File: config.mk
export PLATFORM = sky130hd
export DESIGN_NAME = dpram_host
export DESIGN_NICKNAME = d
export VERILOG_FILES = /design/src/dpram_host_pkg.sv /design/src/pin_sync.sv /design/src/apb_regs.sv /design/src/dpram_host.sv
export SDC_FILE = /design/constraint.sdc
export NUM_CORES = 1
export LEC_CHECK = 0
export ABC_CLOCK_PERIOD_IN_PS = 2300
export BUFFER_PORTS_ARGS = -buffer_cell sky130_fd_sc_hd__buf_4
export CAP_MARGIN = 20
export CORE_MARGIN = 4
export CORE_UTILIZATION = 55
export DETAILED_ROUTE_END_ITERATION = 10
export GPL_TIMING_DRIVEN = 0
export PLACE_DENSITY = 0.77
export SYNTH_ARGS = -nofsm -noshare
export SYNTH_HDL_FRONTEND = slang
export SYNTH_SLANG_ARGS = --single-unit
File: constraint.sdc
create_clock -name clk -period 2.3 [get_ports clk]
set_input_delay 0.46 -clock clk [delete_from_list [all_inputs] [get_ports clk]]
set_output_delay 0.46 -clock clk [all_outputs]
set_load 0.03 [all_outputs]
File: src/dpram_host_pkg.sv
package dpram_host_pkg;
	// ==========================================
	// geometry of the far device
	localparam int ADDR_W = 14;
	localparam int DATA_W = 18;
	localparam int TOKEN_ADDR_W = 3;
	localparam logic [13:0] MAILBOX_RIGHT = 14'h3fff;
	localparam logic [13:0] MAILBOX_LEFT = 14'h3ffe;

	// ==========================================
	// own register map, byte offsets
	localparam logic [7:0] REG_CTRL = 8'h00;
	localparam logic [7:0] REG_ADDR = 8'h04;
	localparam logic [7:0] REG_WDATA = 8'h08;
	localparam logic [7:0] REG_RDATA = 8'h0c;
	localparam logic [7:0] REG_STATUS = 8'h10;

	// ctrl fields
	localparam int CTRL_GO = 0;
	localparam int CTRL_OP_LO = 1;
	localparam int CTRL_UPPER = 3;
	localparam int CTRL_LOWER = 4;
	// status fields
	localparam int ST_ACTIVE = 0;
	localparam int ST_LOST = 1;
	localparam int ST_MAILBOX = 2;
	localparam int ST_LOSS_PIN = 3;

	localparam logic [31:0] CTRL_RESET = 32'h0000_0018;
	localparam logic [31:0] ZERO_WORD = 32'h0000_0000;

	typedef enum logic [1:0] {
		OP_RAM_READ = 2'b00,
		OP_RAM_WRITE = 2'b01,
		OP_TOKEN_READ = 2'b10,
		OP_TOKEN_WRITE = 2'b11
	} op_t;

	// ==========================================
	// timing, slowest speed grade
	localparam int CLK_PERIOD_NS = 5;
	localparam int SETTLE_NS = 20;
	localparam int PULSE_NS = 15;
	localparam int ACCESS_NS = 20;
	localparam int FLOWTHROUGH_NS = 30;
	localparam int GAP_NS = 10;
	localparam int SYNC_STAGES = 2;

	function automatic int min_cycles(input int ns);
		int c;
		c = (ns + CLK_PERIOD_NS - 1) / CLK_PERIOD_NS;
		return (c < 1) ? 1 : c;
	endfunction

	localparam logic [3:0] SETTLE_CYC = 4'(min_cycles(SETTLE_NS));
	localparam logic [3:0] PULSE_CYC = 4'(min_cycles(PULSE_NS));
	localparam logic [3:0] ACCESS_CYC = 4'(min_cycles(ACCESS_NS));
	localparam logic [3:0] FLOWTHROUGH_CYC =
		4'(min_cycles(FLOWTHROUGH_NS));
	localparam logic [3:0] GAP_CYC = 4'(min_cycles(GAP_NS));
	localparam logic [3:0] SYNC_CYC = 4'(SYNC_STAGES);
endpackage

File: src/pin_sync.sv
`timescale 1ns/1ps
module pin_sync #(
	parameter int W = 1
) (
	input wire logic clk,
	input wire logic nrst,
	input wire logic [W-1:0] d,
	output logic [W-1:0] q
);
	logic [W-1:0] meta_r;
	logic [W-1:0] q_r;

	// first stage feeds nothing but the second
	always_ff @(posedge clk or negedge nrst) begin
		if (!nrst) begin
			meta_r <= '1;
			q_r <= '1;
		end else begin
			meta_r <= d;
			q_r <= meta_r;
		end
	end

	assign q = q_r;
endmodule

File: src/apb_regs.sv
`timescale 1ns/1ps
module apb_regs (
	input wire logic clk,
	input wire logic nrst,
	input wire logic psel,
	input wire logic penable,
	input wire logic pwrite,
	input wire logic [7:0] paddr,
	input wire logic [31:0] pwdata,
	output logic [31:0] prdata,
	output logic pready,
	output logic pslverr,
	input wire logic active,
	input wire logic [31:0] status,
	input wire logic [31:0] rdata,
	output logic start,
	output logic [31:0] ctrl,
	output logic [31:0] addr,
	output logic [31:0] wdata
);
	logic [31:0] ctrl_r, ctrl_nxt, addr_r, addr_nxt, wdata_r, wdata_nxt;
	logic [31:0] prdata_r, prdata_nxt;
	logic ready_r, ready_nxt, err_r, err_nxt, start_r, start_nxt;
	logic setup, commit, mapped;

	// ==========================================
	// decode
	assign setup = psel && !penable;
	assign commit = psel && penable && ready_r;
	always_comb begin
		case (paddr)
			dpram_host_pkg::REG_CTRL, dpram_host_pkg::REG_ADDR,
			dpram_host_pkg::REG_WDATA, dpram_host_pkg::REG_RDATA,
			dpram_host_pkg::REG_STATUS: mapped = 1'b1;
			default: mapped = 1'b0;
		endcase
	end

	// ==========================================
	// answer is registered, so pready rises in the first access cycle
	always_comb begin
		ready_nxt = setup;
		err_nxt = setup && !mapped;
		prdata_nxt = prdata_r;
		if (setup) begin
			case (paddr)
				dpram_host_pkg::REG_CTRL: prdata_nxt = ctrl_r;
				dpram_host_pkg::REG_ADDR: prdata_nxt = addr_r;
				dpram_host_pkg::REG_WDATA: prdata_nxt = wdata_r;
				dpram_host_pkg::REG_RDATA: prdata_nxt = rdata;
				dpram_host_pkg::REG_STATUS: prdata_nxt = status;
				default: prdata_nxt = dpram_host_pkg::ZERO_WORD;
			endcase
		end
		ctrl_nxt = ctrl_r;
		addr_nxt = addr_r;
		wdata_nxt = wdata_r;
		start_nxt = 1'b0;
		if (commit && pwrite) begin
			case (paddr)
				dpram_host_pkg::REG_CTRL: begin
					// a go while an operation runs is dropped
					ctrl_nxt = pwdata & ~32'h0000_0001;
					start_nxt = pwdata[dpram_host_pkg::CTRL_GO] && !active;
				end
				dpram_host_pkg::REG_ADDR: addr_nxt = pwdata;
				dpram_host_pkg::REG_WDATA: wdata_nxt = pwdata;
				default: ;
			endcase
		end
	end

	always_ff @(posedge clk or negedge nrst) begin
		if (!nrst) begin
			ctrl_r <= dpram_host_pkg::CTRL_RESET;
			addr_r <= dpram_host_pkg::ZERO_WORD;
			wdata_r <= dpram_host_pkg::ZERO_WORD;
			prdata_r <= dpram_host_pkg::ZERO_WORD;
			ready_r <= 1'b0;
			err_r <= 1'b0;
			start_r <= 1'b0;
		end else begin
			ctrl_r <= ctrl_nxt;
			addr_r <= addr_nxt;
			wdata_r <= wdata_nxt;
			prdata_r <= prdata_nxt;
			ready_r <= ready_nxt;
			err_r <= err_nxt;
			start_r <= start_nxt;
		end
	end

	assign prdata = prdata_r;
	assign pready = ready_r;
	assign pslverr = err_r;
	assign start = start_r;
	assign ctrl = ctrl_r;
	assign addr = addr_r;
	assign wdata = wdata_r;
endmodule

File: src/dpram_host.sv
// How it works
// - direction stays read while address changes
// - read array with select and output enable
// - token read uses token select, not select
// - select stays high through token write/read
// - slave writes wait for loss flag settling
`timescale 1ns/1ps
module dpram_host (
	input wire logic clk,
	input wire logic nrst,
	input wire logic psel,
	input wire logic penable,
	input wire logic pwrite,
	input wire logic [7:0] paddr,
	input wire logic [31:0] pwdata,
	output logic [31:0] prdata,
	output logic pready,
	output logic pslverr,
	output logic [13:0] addr,
	output logic [17:0] data_o,
	output logic [17:0] data_oe,
	input wire logic [17:0] data_i,
	output logic ce_n,
	output logic rw_n,
	output logic oe_n,
	output logic upper_lane_select_n,
	output logic lower_lane_select_n,
	output logic token_latch_select_n,
	input wire logic loss_n,
	input wire logic mailbox_n
);
	typedef enum logic [6:0] {
		S_IDLE = 7'b000_0001,
		S_ADDR = 7'b000_0010,
		S_SELECT = 7'b000_0100,
		S_PULSE = 7'b000_1000,
		S_END = 7'b001_0000,
		S_SAMPLE = 7'b010_0000,
		S_GAP = 7'b100_0000
	} state_t;

	state_t state_r, state_nxt;
	logic [3:0] cnt_r, cnt_nxt;
	logic lost_r, lost_nxt;
	logic [17:0] rd_r, rd_nxt;
	logic [13:0] addr_r, addr_nxt;
	logic [17:0] dout_r, dout_nxt;
	logic drive_r, drive_nxt;
	logic ce_r, ce_nxt, rw_r, rw_nxt, oe_r, oe_nxt;
	logic up_r, up_nxt, lo_r, lo_nxt, tok_r, tok_nxt;
	logic start;
	logic [31:0] ctrl, reg_addr, reg_wdata, status, rdata_word;
	logic [17:0] din_s;
	logic loss_s, mailbox_s;
	dpram_host_pkg::op_t op;
	logic is_token, is_write;

	// ==========================================
	// register file and pin synchronisers
	apb_regs regs (
		.clk(clk),
		.nrst(nrst),
		.psel(psel),
		.penable(penable),
		.pwrite(pwrite),
		.paddr(paddr),
		.pwdata(pwdata),
		.prdata(prdata),
		.pready(pready),
		.pslverr(pslverr),
		.active(state_r != S_IDLE),
		.status(status),
		.rdata(rdata_word),
		.start(start),
		.ctrl(ctrl),
		.addr(reg_addr),
		.wdata(reg_wdata)
	);

	pin_sync #(.W(20)) sync_pins (
		.clk(clk),
		.nrst(nrst),
		.d({loss_n, mailbox_n, data_i}),
		.q({loss_s, mailbox_s, din_s})
	);

	assign op = dpram_host_pkg::op_t'(ctrl[dpram_host_pkg::CTRL_OP_LO +: 2]);
	assign is_token = op[1];
	assign is_write = op[0];
	assign rdata_word = {14'h0000, rd_r};
	// mailbox flag of this port shows here; a read of MAILBOX_LEFT is the clear
	always_comb begin
		status = dpram_host_pkg::ZERO_WORD;
		status[dpram_host_pkg::ST_ACTIVE] = (state_r != S_IDLE);
		status[dpram_host_pkg::ST_LOST] = lost_r;
		status[dpram_host_pkg::ST_MAILBOX] = !mailbox_s;
		status[dpram_host_pkg::ST_LOSS_PIN] = !loss_s;
	end

	// ==========================================
	// access sequencer
	always_comb begin
		state_nxt = state_r;
		cnt_nxt = cnt_r;
		lost_nxt = lost_r;
		rd_nxt = rd_r;
		addr_nxt = addr_r;
		dout_nxt = dout_r;
		drive_nxt = drive_r;
		ce_nxt = ce_r;
		rw_nxt = rw_r;
		oe_nxt = oe_r;
		up_nxt = up_r;
		lo_nxt = lo_r;
		tok_nxt = tok_r;
		case (state_r)
			S_IDLE: begin
				if (start) begin
					// address moves only with everything deselected
					rw_nxt = 1'b1;
					if (is_token) begin
						addr_nxt = {11'h000, reg_addr[2:0]};
					end else begin
						addr_nxt = reg_addr[13:0];
					end
					// token write carries the request on bit zero
					dout_nxt = is_token ? {17'h0_0000, reg_wdata[0]} :
						reg_wdata[17:0];
					lost_nxt = 1'b0;
					state_nxt = S_ADDR;
				end
			end
			S_ADDR: begin
				if (is_token) begin
					// chip select held high for the token path
					ce_nxt = 1'b1;
					tok_nxt = 1'b0;
					up_nxt = 1'b1;
					lo_nxt = 1'b1;
				end else begin
					ce_nxt = 1'b0;
					tok_nxt = 1'b1;
					up_nxt = !ctrl[dpram_host_pkg::CTRL_UPPER];
					lo_nxt = !ctrl[dpram_host_pkg::CTRL_LOWER];
				end
				// output enable joins the select for reads only
				oe_nxt = is_write;
				cnt_nxt = is_write ? dpram_host_pkg::SETTLE_CYC :
					dpram_host_pkg::ACCESS_CYC;
				state_nxt = S_SELECT;
			end
			S_SELECT: begin
				if (!is_token && !loss_s) begin
					// arbitration lost: hold off and restart the wait
					lost_nxt = 1'b1;
					cnt_nxt = is_write ? dpram_host_pkg::SETTLE_CYC :
						dpram_host_pkg::FLOWTHROUGH_CYC;
				end else if (cnt_r > 4'h1) begin
					cnt_nxt = cnt_r - 4'h1;
				end else if (is_write) begin
					// output enable already high, so the device stays off the bus
					rw_nxt = 1'b0;
					drive_nxt = 1'b1;
					cnt_nxt = dpram_host_pkg::PULSE_CYC;
					state_nxt = S_PULSE;
				end else begin
					cnt_nxt = dpram_host_pkg::SYNC_CYC;
					state_nxt = S_SAMPLE;
				end
			end
			S_PULSE: begin
				if (cnt_r > 4'h1) begin
					cnt_nxt = cnt_r - 4'h1;
				end else begin
					// rising direction pin stores the data still driven
					rw_nxt = 1'b1;
					state_nxt = S_END;
				end
			end
			S_END: begin
				ce_nxt = 1'b1;
				tok_nxt = 1'b1;
				up_nxt = 1'b1;
				lo_nxt = 1'b1;
				drive_nxt = 1'b0;
				cnt_nxt = dpram_host_pkg::GAP_CYC;
				state_nxt = S_GAP;
			end
			S_SAMPLE: begin
				// pin data needs the synchroniser depth before capture
				if (cnt_r > 4'h1) begin
					cnt_nxt = cnt_r - 4'h1;
				end else begin
					rd_nxt = din_s;
					ce_nxt = 1'b1;
					tok_nxt = 1'b1;
					oe_nxt = 1'b1;
					up_nxt = 1'b1;
					lo_nxt = 1'b1;
					cnt_nxt = dpram_host_pkg::GAP_CYC;
					state_nxt = S_GAP;
				end
			end
			S_GAP: begin
				// deselected gap so a token read-back sees the update
				if (cnt_r > 4'h1) begin
					cnt_nxt = cnt_r - 4'h1;
				end else begin
					state_nxt = S_IDLE;
				end
			end
			default: begin
				state_nxt = S_IDLE;
				ce_nxt = 1'b1;
				tok_nxt = 1'b1;
				oe_nxt = 1'b1;
				rw_nxt = 1'b1;
				drive_nxt = 1'b0;
			end
		endcase
	end

	always_ff @(posedge clk or negedge nrst) begin
		if (!nrst) begin
			state_r <= S_IDLE;
			cnt_r <= 4'h0;
			lost_r <= 1'b0;
			rd_r <= 18'h0_0000;
			addr_r <= 14'h0000;
			dout_r <= 18'h0_0000;
			drive_r <= 1'b0;
			ce_r <= 1'b1;
			rw_r <= 1'b1;
			oe_r <= 1'b1;
			up_r <= 1'b1;
			lo_r <= 1'b1;
			tok_r <= 1'b1;
		end else begin
			state_r <= state_nxt;
			cnt_r <= cnt_nxt;
			lost_r <= lost_nxt;
			rd_r <= rd_nxt;
			addr_r <= addr_nxt;
			dout_r <= dout_nxt;
			drive_r <= drive_nxt;
			ce_r <= ce_nxt;
			rw_r <= rw_nxt;
			oe_r <= oe_nxt;
			up_r <= up_nxt;
			lo_r <= lo_nxt;
			tok_r <= tok_nxt;
		end
	end

	assign addr = addr_r;
	assign data_o = dout_r;
	assign data_oe = {18{drive_r}};
	assign ce_n = ce_r;
	assign rw_n = rw_r;
	assign oe_n = oe_r;
	assign upper_lane_select_n = up_r;
	assign lower_lane_select_n = lo_r;
	assign token_latch_select_n = tok_r;
endmodule

==> results.md, run 1 <==
- The run finished, with violations left.
- The final reports fail on negative hold slack.
- Synthesis inferred approximately 240 register bits.
- The setup TNS is 0 ns.
- In the final routed layout, each cell accounts on average for just under 20 um.
- Dividing the detail-routed via count by the number of cells gives roughly 5.7.
- In this run, post-CTS hold repair placed 0 buffers.
- The count of warnings emitted by yosys is 0.
- The gate count after technology mapping is 820.
- The TritonCTS clock tree is yes.
- The starting density of the core is a little under three fifths.
- The count of input and output buffers is ~150.
- The count of non-filler cells in the finished layout is between 1000 and 1500.
- The number of max-slew violations in the final report is 0.
- The commonest register cell after synthesis is sky130_fd_sc_hd__dfrtp_1.
- The synthesized design contains 0 enable-type register cells.
- The placed standard-cell area is roughly 12000 sq um.
- The cell with the largest stage delay on the worst path is sky130_fd_sc_hd__or4_4.
- Across all layers, the routed design uses about 7000 vias.
- The time the final worst path needs with I/O delays and setup is around 2.2 ns.
- In this run the core area contains 49 standard-cell rows.
- The setup slack of the critical path after layout is ~0.096 ns.
- The clock net sink count is 239.
- The buffer cell driving the clock tree root is sky130_fd_sc_hd__clkbuf_16.
- Counting flops with an async set or reset pin after synthesis yields a share of 100%.
- The number of buffers on the longest clock path is 3.
- Together, buffers and inverters on the worst path number 1.
- The total clock buffers created by CTS is 25.
- At the end of routability-driven placement, the weighted congestion stood at around 0.94.
- The total congestion overflow after global routing is 0.
- The number of detailed-route iterations in the first pass is 4.
- The worst hold margin is -0.0179 ns.
- For this run, design rule violations remaining after detail routing come to 0.
- The number of placed instances with taps included is approximately 1200.
- The standard cell core area is 18100 sq um.
- The detail route stage leaves a number of antenna-violating nets equal to 0.
- The number of endpoints with negative hold slack in the final report is 4.
- For this run, the total global-route usage over all layers was measured as about a quarter.
- The total leakage power is between 6 and 7 nW.
- The portion of the post-synthesis area used by sequential elements is 59.2%.
- Across the run, the number of max-cap violations was 0.
- The depth of the CTS H-tree is 1.
- On the worst path, the slowest cell contributes a delay of roughly 0.60 ns.
- Along the worst path, the maximum fanout reaches 10.
- The detailed-placement wirelength estimate is 16900 um.
- The critical path goes through buf_2, or4_4, nor2_2, a211o_2, o21ai_1, a22o_1.
- The arrival time reported for the critical path endpoint is about 2.6 ns.
- The class of the tightest hold or removal check is input port to async pin.
- The net count of the mapped netlist is around 890.
- The critical path is of the flip-flop to flip-flop type.
- After synthesis, the mean cell area works out to ~12 sq um.
- The achievable frequency is approximately 450 MHz.
- In the final layout, the share of cells above drive strength 1 is between 40 and 50%.
- Clock-pin slew was measured on the worst setup and hold paths at 0.06 ns.
- With fillers left out, the area of the finished cells amounts to around 13000 sq um.
- Across the VDD grid, the largest voltage drop is between 0.6 and 0.7 mV.
- Prior to clock tree synthesis, the placed netlist has a worst setup slack of -0.235 ns.
- Overall power consumption after layout is estimated at between 8 and 9 mW.
- The worst path uses between 90% and 100% of the clock period.
- The type of origin of the critical path is a flip-flop.
- The total wire length is between 20000 and 25000 um.
- The number of placed I/O pins is 155.
- The worst clock skew is 0.00731 ns.
- The count of distinct cell types in the synthesized netlist is 62.
- The area added between synthesis and finish is 22.8%.
- Setup repair after global routing left no endpoint under its margin.
- The height of the chip is around 140 um.
- The required time of the critical path is around 2.7 ns.
- The endpoint kind of the worst setup timing path is a flip-flop.
- Setup violations remaining at the end of the flow were counted as 0.
- The largest net degree at the start of global routing is ~120.
- The floorplan die area is 20800 sq um.
- The via count of the first global-routing pass is just over 7000.
- The slew at the pin with the worst max-slew slack is roughly 0.85 ns.
- In this run, the number of DRC markers left after iteration 0 of detailed routing was 400.
- The first global-routing pass estimated 39000 um of wire.
- The initial antenna violation count was 0.
- The die width is roughly 140 um.
- For this run, the post-layout net count is 1070.
- Measured against its own limit, the worst slew margin works out to a little over two fifths.
- The clock insertion delay at the later pin of the skew report is 0.53 ns.
- The power per cell area is between 600 and 700 nW/um^2.
- The cell class contributing the biggest share of worst-path delay is simple AND/OR/NAND/NOR gates.
- Cells fill about 69% of the core in the end.
- The netlist area before placement is roughly 10000 sq um.
- The number of antenna diodes in the final layout is 0.
## cells by family after synthesis
| kind of cell | Yosys count | synth area share, % |
|---|---|---|
| DFF | 239 | 59.2 |
| buffers and inverters | 81 | 4.04 |
| muxes | 152 | 18.1 |
| and+or+nand+nor | 204 | 9.87 |
| AOI/OAI and AO/OA | 139 | 8.37 |
| adders and majority gates | 2 | 0.245 |
| xor gates and xnor gates | 3 | 0.257 |
## routing by layer
layer	global-route usage, %	vias to the layer above	routed length, um
li1	-	3249	-
met1	33.2	3625	10700
met2	40.3	200	12200
met3	3.21	40	1190
met4	6.73	0	549
met5	0	-	0
## flip-flops by register name, indices dropped and copies added, names as in the netlist
name	flops
regs.ctrl	31
sync_pins.meta_r	20
drive_r	1
regs.addr	32
rd_r	18
regs.wdata	32
regs.pslverr	1
regs.pready	1
ce_n	1
lower_lane_select_n	1
token_latch_select_n	1
data_o	18
lost_r	1
regs.prdata	32
regs.start	1
cnt_r	4
addr	14
rw_n	1
upper_lane_select_n	1
sync_pins.q	20
oe_n	1
state_r	7
## where the power goes
| part | total (mW) | internal, mW | switching (mW) |
|---|---|---|---|
| sequential | 4.30 | 4.28 | 0.0182 |
| combinational | 0.321 | 0.118 | 0.203 |
| clock | 3.92 | 2.28 | 1.65 |
| total | 8.54 | 6.68 | 1.87 |
## cells in the mapped netlist, types with 5 or more instances
cell type	count	area, sq um
sky130_fd_sc_hd__a21oi_1	26	130
sky130_fd_sc_hd__buf_1	5	18.8
sky130_fd_sc_hd__buf_2	15	75.1
sky130_fd_sc_hd__buf_4	19	143
sky130_fd_sc_hd__clkbuf_1	27	101
sky130_fd_sc_hd__dfrtp_1	190	4750
sky130_fd_sc_hd__dfstp_2	49	1290
sky130_fd_sc_hd__inv_1	13	48.8
sky130_fd_sc_hd__mux2_2	118	1330
sky130_fd_sc_hd__mux2i_1	20	200
sky130_fd_sc_hd__mux4_2	14	315
sky130_fd_sc_hd__nand2_1	90	338
sky130_fd_sc_hd__nand2b_1	31	194
sky130_fd_sc_hd__nor2_1	34	128
sky130_fd_sc_hd__nor3_1	7	35.0
sky130_fd_sc_hd__nor4_1	5	31.3
sky130_fd_sc_hd__o21ai_0	60	300
sky130_fd_sc_hd__o22ai_1	7	43.8
sky130_fd_sc_hd__o31ai_1	16	120
sky130_fd_sc_hd__or2_2	6	37.5
## placed cells by master (no fill, tap or decap), types with 26 or more instances in the layout
cell                       netlist  layout
sky130_fd_sc_hd__buf_4          19     173
sky130_fd_sc_hd__mux2_2        118     118
sky130_fd_sc_hd__a21oi_1        26      26
sky130_fd_sc_hd__nor2_1         34      33
sky130_fd_sc_hd__dfstp_2        49      49
sky130_fd_sc_hd__dfrtp_1       190     190
sky130_fd_sc_hd__o21ai_0        60      60
sky130_fd_sc_hd__nand2b_1       31      31
sky130_fd_sc_hd__clkbuf_1       27      28
sky130_fd_sc_hd__nand2_1        90      89
## layout make-up
cell class	instances	area [sq um]
plain buffers	67	369
clock inverters	5	46.3
inverters	13	48.8
fillers	1342	5540
well taps	229	287
repair buffers	157	1220
clock buffers	40	762
flip-flops and latches	239	6040
multi-input cells	500	3770
## repair_timing
item,CTS,global route
pin swaps,1,0
hold endpoints to repair,0,0
endpoints found under the setup margin,43,38
setup buffers,3,1
gates resized for setup,7,6
## worst paths after layout
path                                     start                    to  slack [ns]  cells past startpoint
min                                       nrst          regs.addr[6]       -0.02                      1
max                                 state_r[1]              cnt_r[2]         0.1                      6
max in group asynchronous                 nrst       regs.prdata[22]        1.26                      2
min in group clk                    data_i[15]  sync_pins.meta_r[15]        0.03                      1
max reg2reg                         state_r[1]              cnt_r[2]         0.1                      6
min reg2reg                sync_pins.meta_r[8]        sync_pins.q[8]        0.35                      0
No activity file was read; power rests on OpenSTA's default activity.
==> run 2: changes to the inputs <==
--- a/config.mk
+++ b/config.mk
@@ -12,7 +12,7 @@
 export CORE_UTILIZATION = 55
 export DETAILED_ROUTE_END_ITERATION = 10
 export GPL_TIMING_DRIVEN = 0
-export PLACE_DENSITY = 0.77
+export PLACE_DENSITY = 0.86
 export SYNTH_ARGS = -nofsm -noshare
 export SYNTH_HDL_FRONTEND = slang
 export SYNTH_SLANG_ARGS = --single-unit
==> run 2 against run 1 <==
  * The run now ends clean
  * Count of clock-buffer cells in the layout fell by 5
  * Setup slack improved by 0.0015 ns
  * Sequential power barely moved
  * Clock skew rose by 0.0013 ns
  * Final cell count did not move
  * Clock power fell by 3%
  * Sequential share of layout area rose by 0.087 points
  * Combinational power barely moved
  * Via count rose by 0.63%
  * Non-clock buffer count did not move
  * Utilization fell by 0.12 points
  * Die area did not move
  * Critical path type unchanged
  * Critical endpoint is now rd_r[13]
  * Largest cell class unchanged
  * Highest routed layer unchanged
==> results.md, run 2 (same netlist as run 1, synthesis figures left out) <==
- The depth of the CTS H-tree is 1.
- The classification of the worst setup path is flip-flop to flip-flop.
- Setup repair after global routing left no endpoint under its margin.
- The number of buffers on the longest clock path is 3.
- The height of the chip is between 100 and 150 um.
- The number of routed nets with antenna violations is 0.
- The slew at the pin with the worst max-slew slack is 0.870 ns.
- The time the final worst path needs with I/O delays and setup is 2.20 ns.
- The count of inserted antenna diode cells is 0.
- The total clock buffers created by CTS is 25.
- Leaving out fill and tap cells, the most frequent cell in the layout is sky130_fd_sc_hd__dfrtp_1.
- The count of filler cells inserted in the layout is approximately 1300.
- Registers take 6040 sq um.
- The via count of the first global-routing pass is approximately 7400.
- For the worst setup path, the data required time is between 2 and 3 ns.
- The total congestion overflow after global routing is 0.
- Input and output buffers added on the ports amount to between 150 and 200.
- The setup TNS is 0 ns.
- The starting density of the core is roughly 56%.
- The number of detailed-route iterations in the first pass is 5.
- The quantity of hold-fixing buffers added after cts is 0.
- In this run the power density over the cells is between 600 and 700 nW/um^2.
- The slowest stage of the critical path is the sky130_fd_sc_hd__dfrtp_1 cell.
- Of all nets on the critical path, the largest fanout is 10.
- The worst clock skew is around 0.0086 ns.
- The area of the multi-input gates is between 3000 and 4000 sq um.
- The layout cell share with drive strength beyond 1 is between 40% and 50%.
- The total leakage power is slightly above 6 nW.
- The number of endpoints with negative hold slack in the final report was 0.
- The first global-routing pass estimated 39400 um of wire.
- The top cell types in the final layout, fill and taps aside, are sky130_fd_sc_hd__dfrtp_1 (190), sky130_fd_sc_hd__buf_4 (173), sky130_fd_sc_hd__mux2_2 (118).
- The longest individual stage delay on the worst path is roughly 0.43 ns.
- From synthesis to final layout, the design area changed by 22.6%.
- The final standard cell utilization of the core is 69.2%.
- Of the available clock period, the critical path in the final layout requires 95.7%.
- The arrival time reported for the critical path endpoint is between 2 and 3 ns.
- The routed layout has ~7000 vias.
- The standard cell core area is 18100 sq um.
- The weighted congestion reported at the end of routability-driven placement is between 0.8 and 0.9.
- The class of the tightest hold or removal check is input port to async pin.
- The worst hold margin is ~0.0032 ns.
- The count of nets after finishing is about 1100.
- The clock insertion delay at the later pin of the skew report is between 0.5 and 0.6 ns.
- The floorplan die area is 20800 sq um.
- The overall track demand over capacity in global routing is 24.1%.
- Timing would allow up to approximately 450 MHz.
- The number of max-slew violations in the final report is 0.
- In the post-route analysis, the smallest setup slack over all paths is just under 0.1 ns.
- The relative max-transition margin is between 40% and 50%.
- Setup violations remaining at the end of the flow were counted as 0.
- The endpoint kind of the worst setup timing path is a flip-flop.
- CTS placed an instance of sky130_fd_sc_hd__clkbuf_16 at the clock tree root.
- The initial antenna violation count is 0.
- The clock net sink count is approximately 240.
- The minimum setup slack after placement is -0.211 ns.
- Entering global routing, the biggest net connects approximately 130 pins.
- The type of origin of the critical path is a flip-flop.
- The peak supply drop is around 0.56 mV.
- The count of non-filler cells in the finished layout is 1250.
- The number of rows in the core area is 49.
- In this run the horizontal extent of the chip is between 100 and 150 um.
- The number of placed I/O pins is 155.
- The flow ran to the end, and the final reports show no timing, DRC or antenna violations.
- Summed over all nets, the half-perimeter wirelength after detailed placement is between 15000 and 20000 um.
- The number of placed instances, taps included, is 1202.
- The first routing iteration left 442 violations.
- The post-detailed-route wirelength per cell is 19.8 um.
- The total of max-cap violations is 0.
- The TritonCTS clock tree is yes.
- After detailed routing, the number of vias per cell comes to 5.73.
- For this run, design rule violations remaining after detail routing come to 0.
- Clock-pin slew was measured on the worst setup and hold paths at around 0.060 ns.
- The total wire length is roughly 25000 um.
- The critical path goes through nor2_1, nand2_1, nor3_4, buf_12, buf_8, mux2_2.
-- run 2: report_power, final --
| part | internal (mW) | switching, mW | leakage (nW) |
|---|---|---|---|
| logic | 0.118 | 0.205 | 2.52 |
| clock network | 2.21 | 1.58 | 0.401 |
| registers | 4.28 | 0.0189 | 3.17 |
| total | 6.61 | 1.80 | 6.09 |
-- run 2: area by class of cell --
type                    instances  share of cell area, %
well taps                     229                   2.29
clock inverters                10                  0.400
repair buffers                157                   9.73
inverters                      13                  0.390
flip-flops and latches        239                   48.3
plain buffers                  67                   2.90
multi-input cells             500                   30.2
clock buffers                  35                   5.86
-- run 2: per-layer routing --
| metal | routed length [um] | vias to the layer above | global-route usage, % |
|---|---|---|---|
| li1 | - | 3231 | - |
| met1 | 10400 | 3627 | 33.1 |
| met2 | 12300 | 257 | 40.8 |
| met3 | 1500 | 44 | 3.54 |
| met4 | 550 | 0 | 6.58 |
| met5 | 0 | - | 0 |
-- run 2: metrics by stage --
step	instance area [sq um]	power, mW
after floorplan	10200	4.46
after global placement	11600	4.68
after detailed placement	11700	4.70
after CTS	12500	8.48
after global routing	12500	8.69
final	12500	8.41
-- run 2: what timing repair did --
| action | CTS | global route |
|---|---|---|
| pin swaps | 1 | 0 |
| buffers inserted | 4 | 0 |
| setup endpoints to repair | 33 | 37 |
| gates resized for setup | 4 | 7 |
-- run 2: critical path: cells and delay by family (launching register included) --
family,cells,cell delay (ns)
buffers and inverters,2,0.30
muxes,1,0.34
DFF,1,0.43
and+or+nand+nor,3,1.02
-- run 2: final timing paths --
check	startpoint	end	slack, ns	depth (start not counted)
worst min-delay path	nrst	addr[6]	0.003	1
max in group asynchronous	nrst	regs.prdata[19]	1.23	2
worst max-delay path	cnt_r[2]	rd_r[13]	0.1	6
worst min register to register	sync_pins.meta_r[17]	sync_pins.q[17]	0.35	0
worst max register to register	cnt_r[2]	rd_r[13]	0.1	6
min in group clk	data_i[17]	sync_pins.meta_r[17]	0.05	1
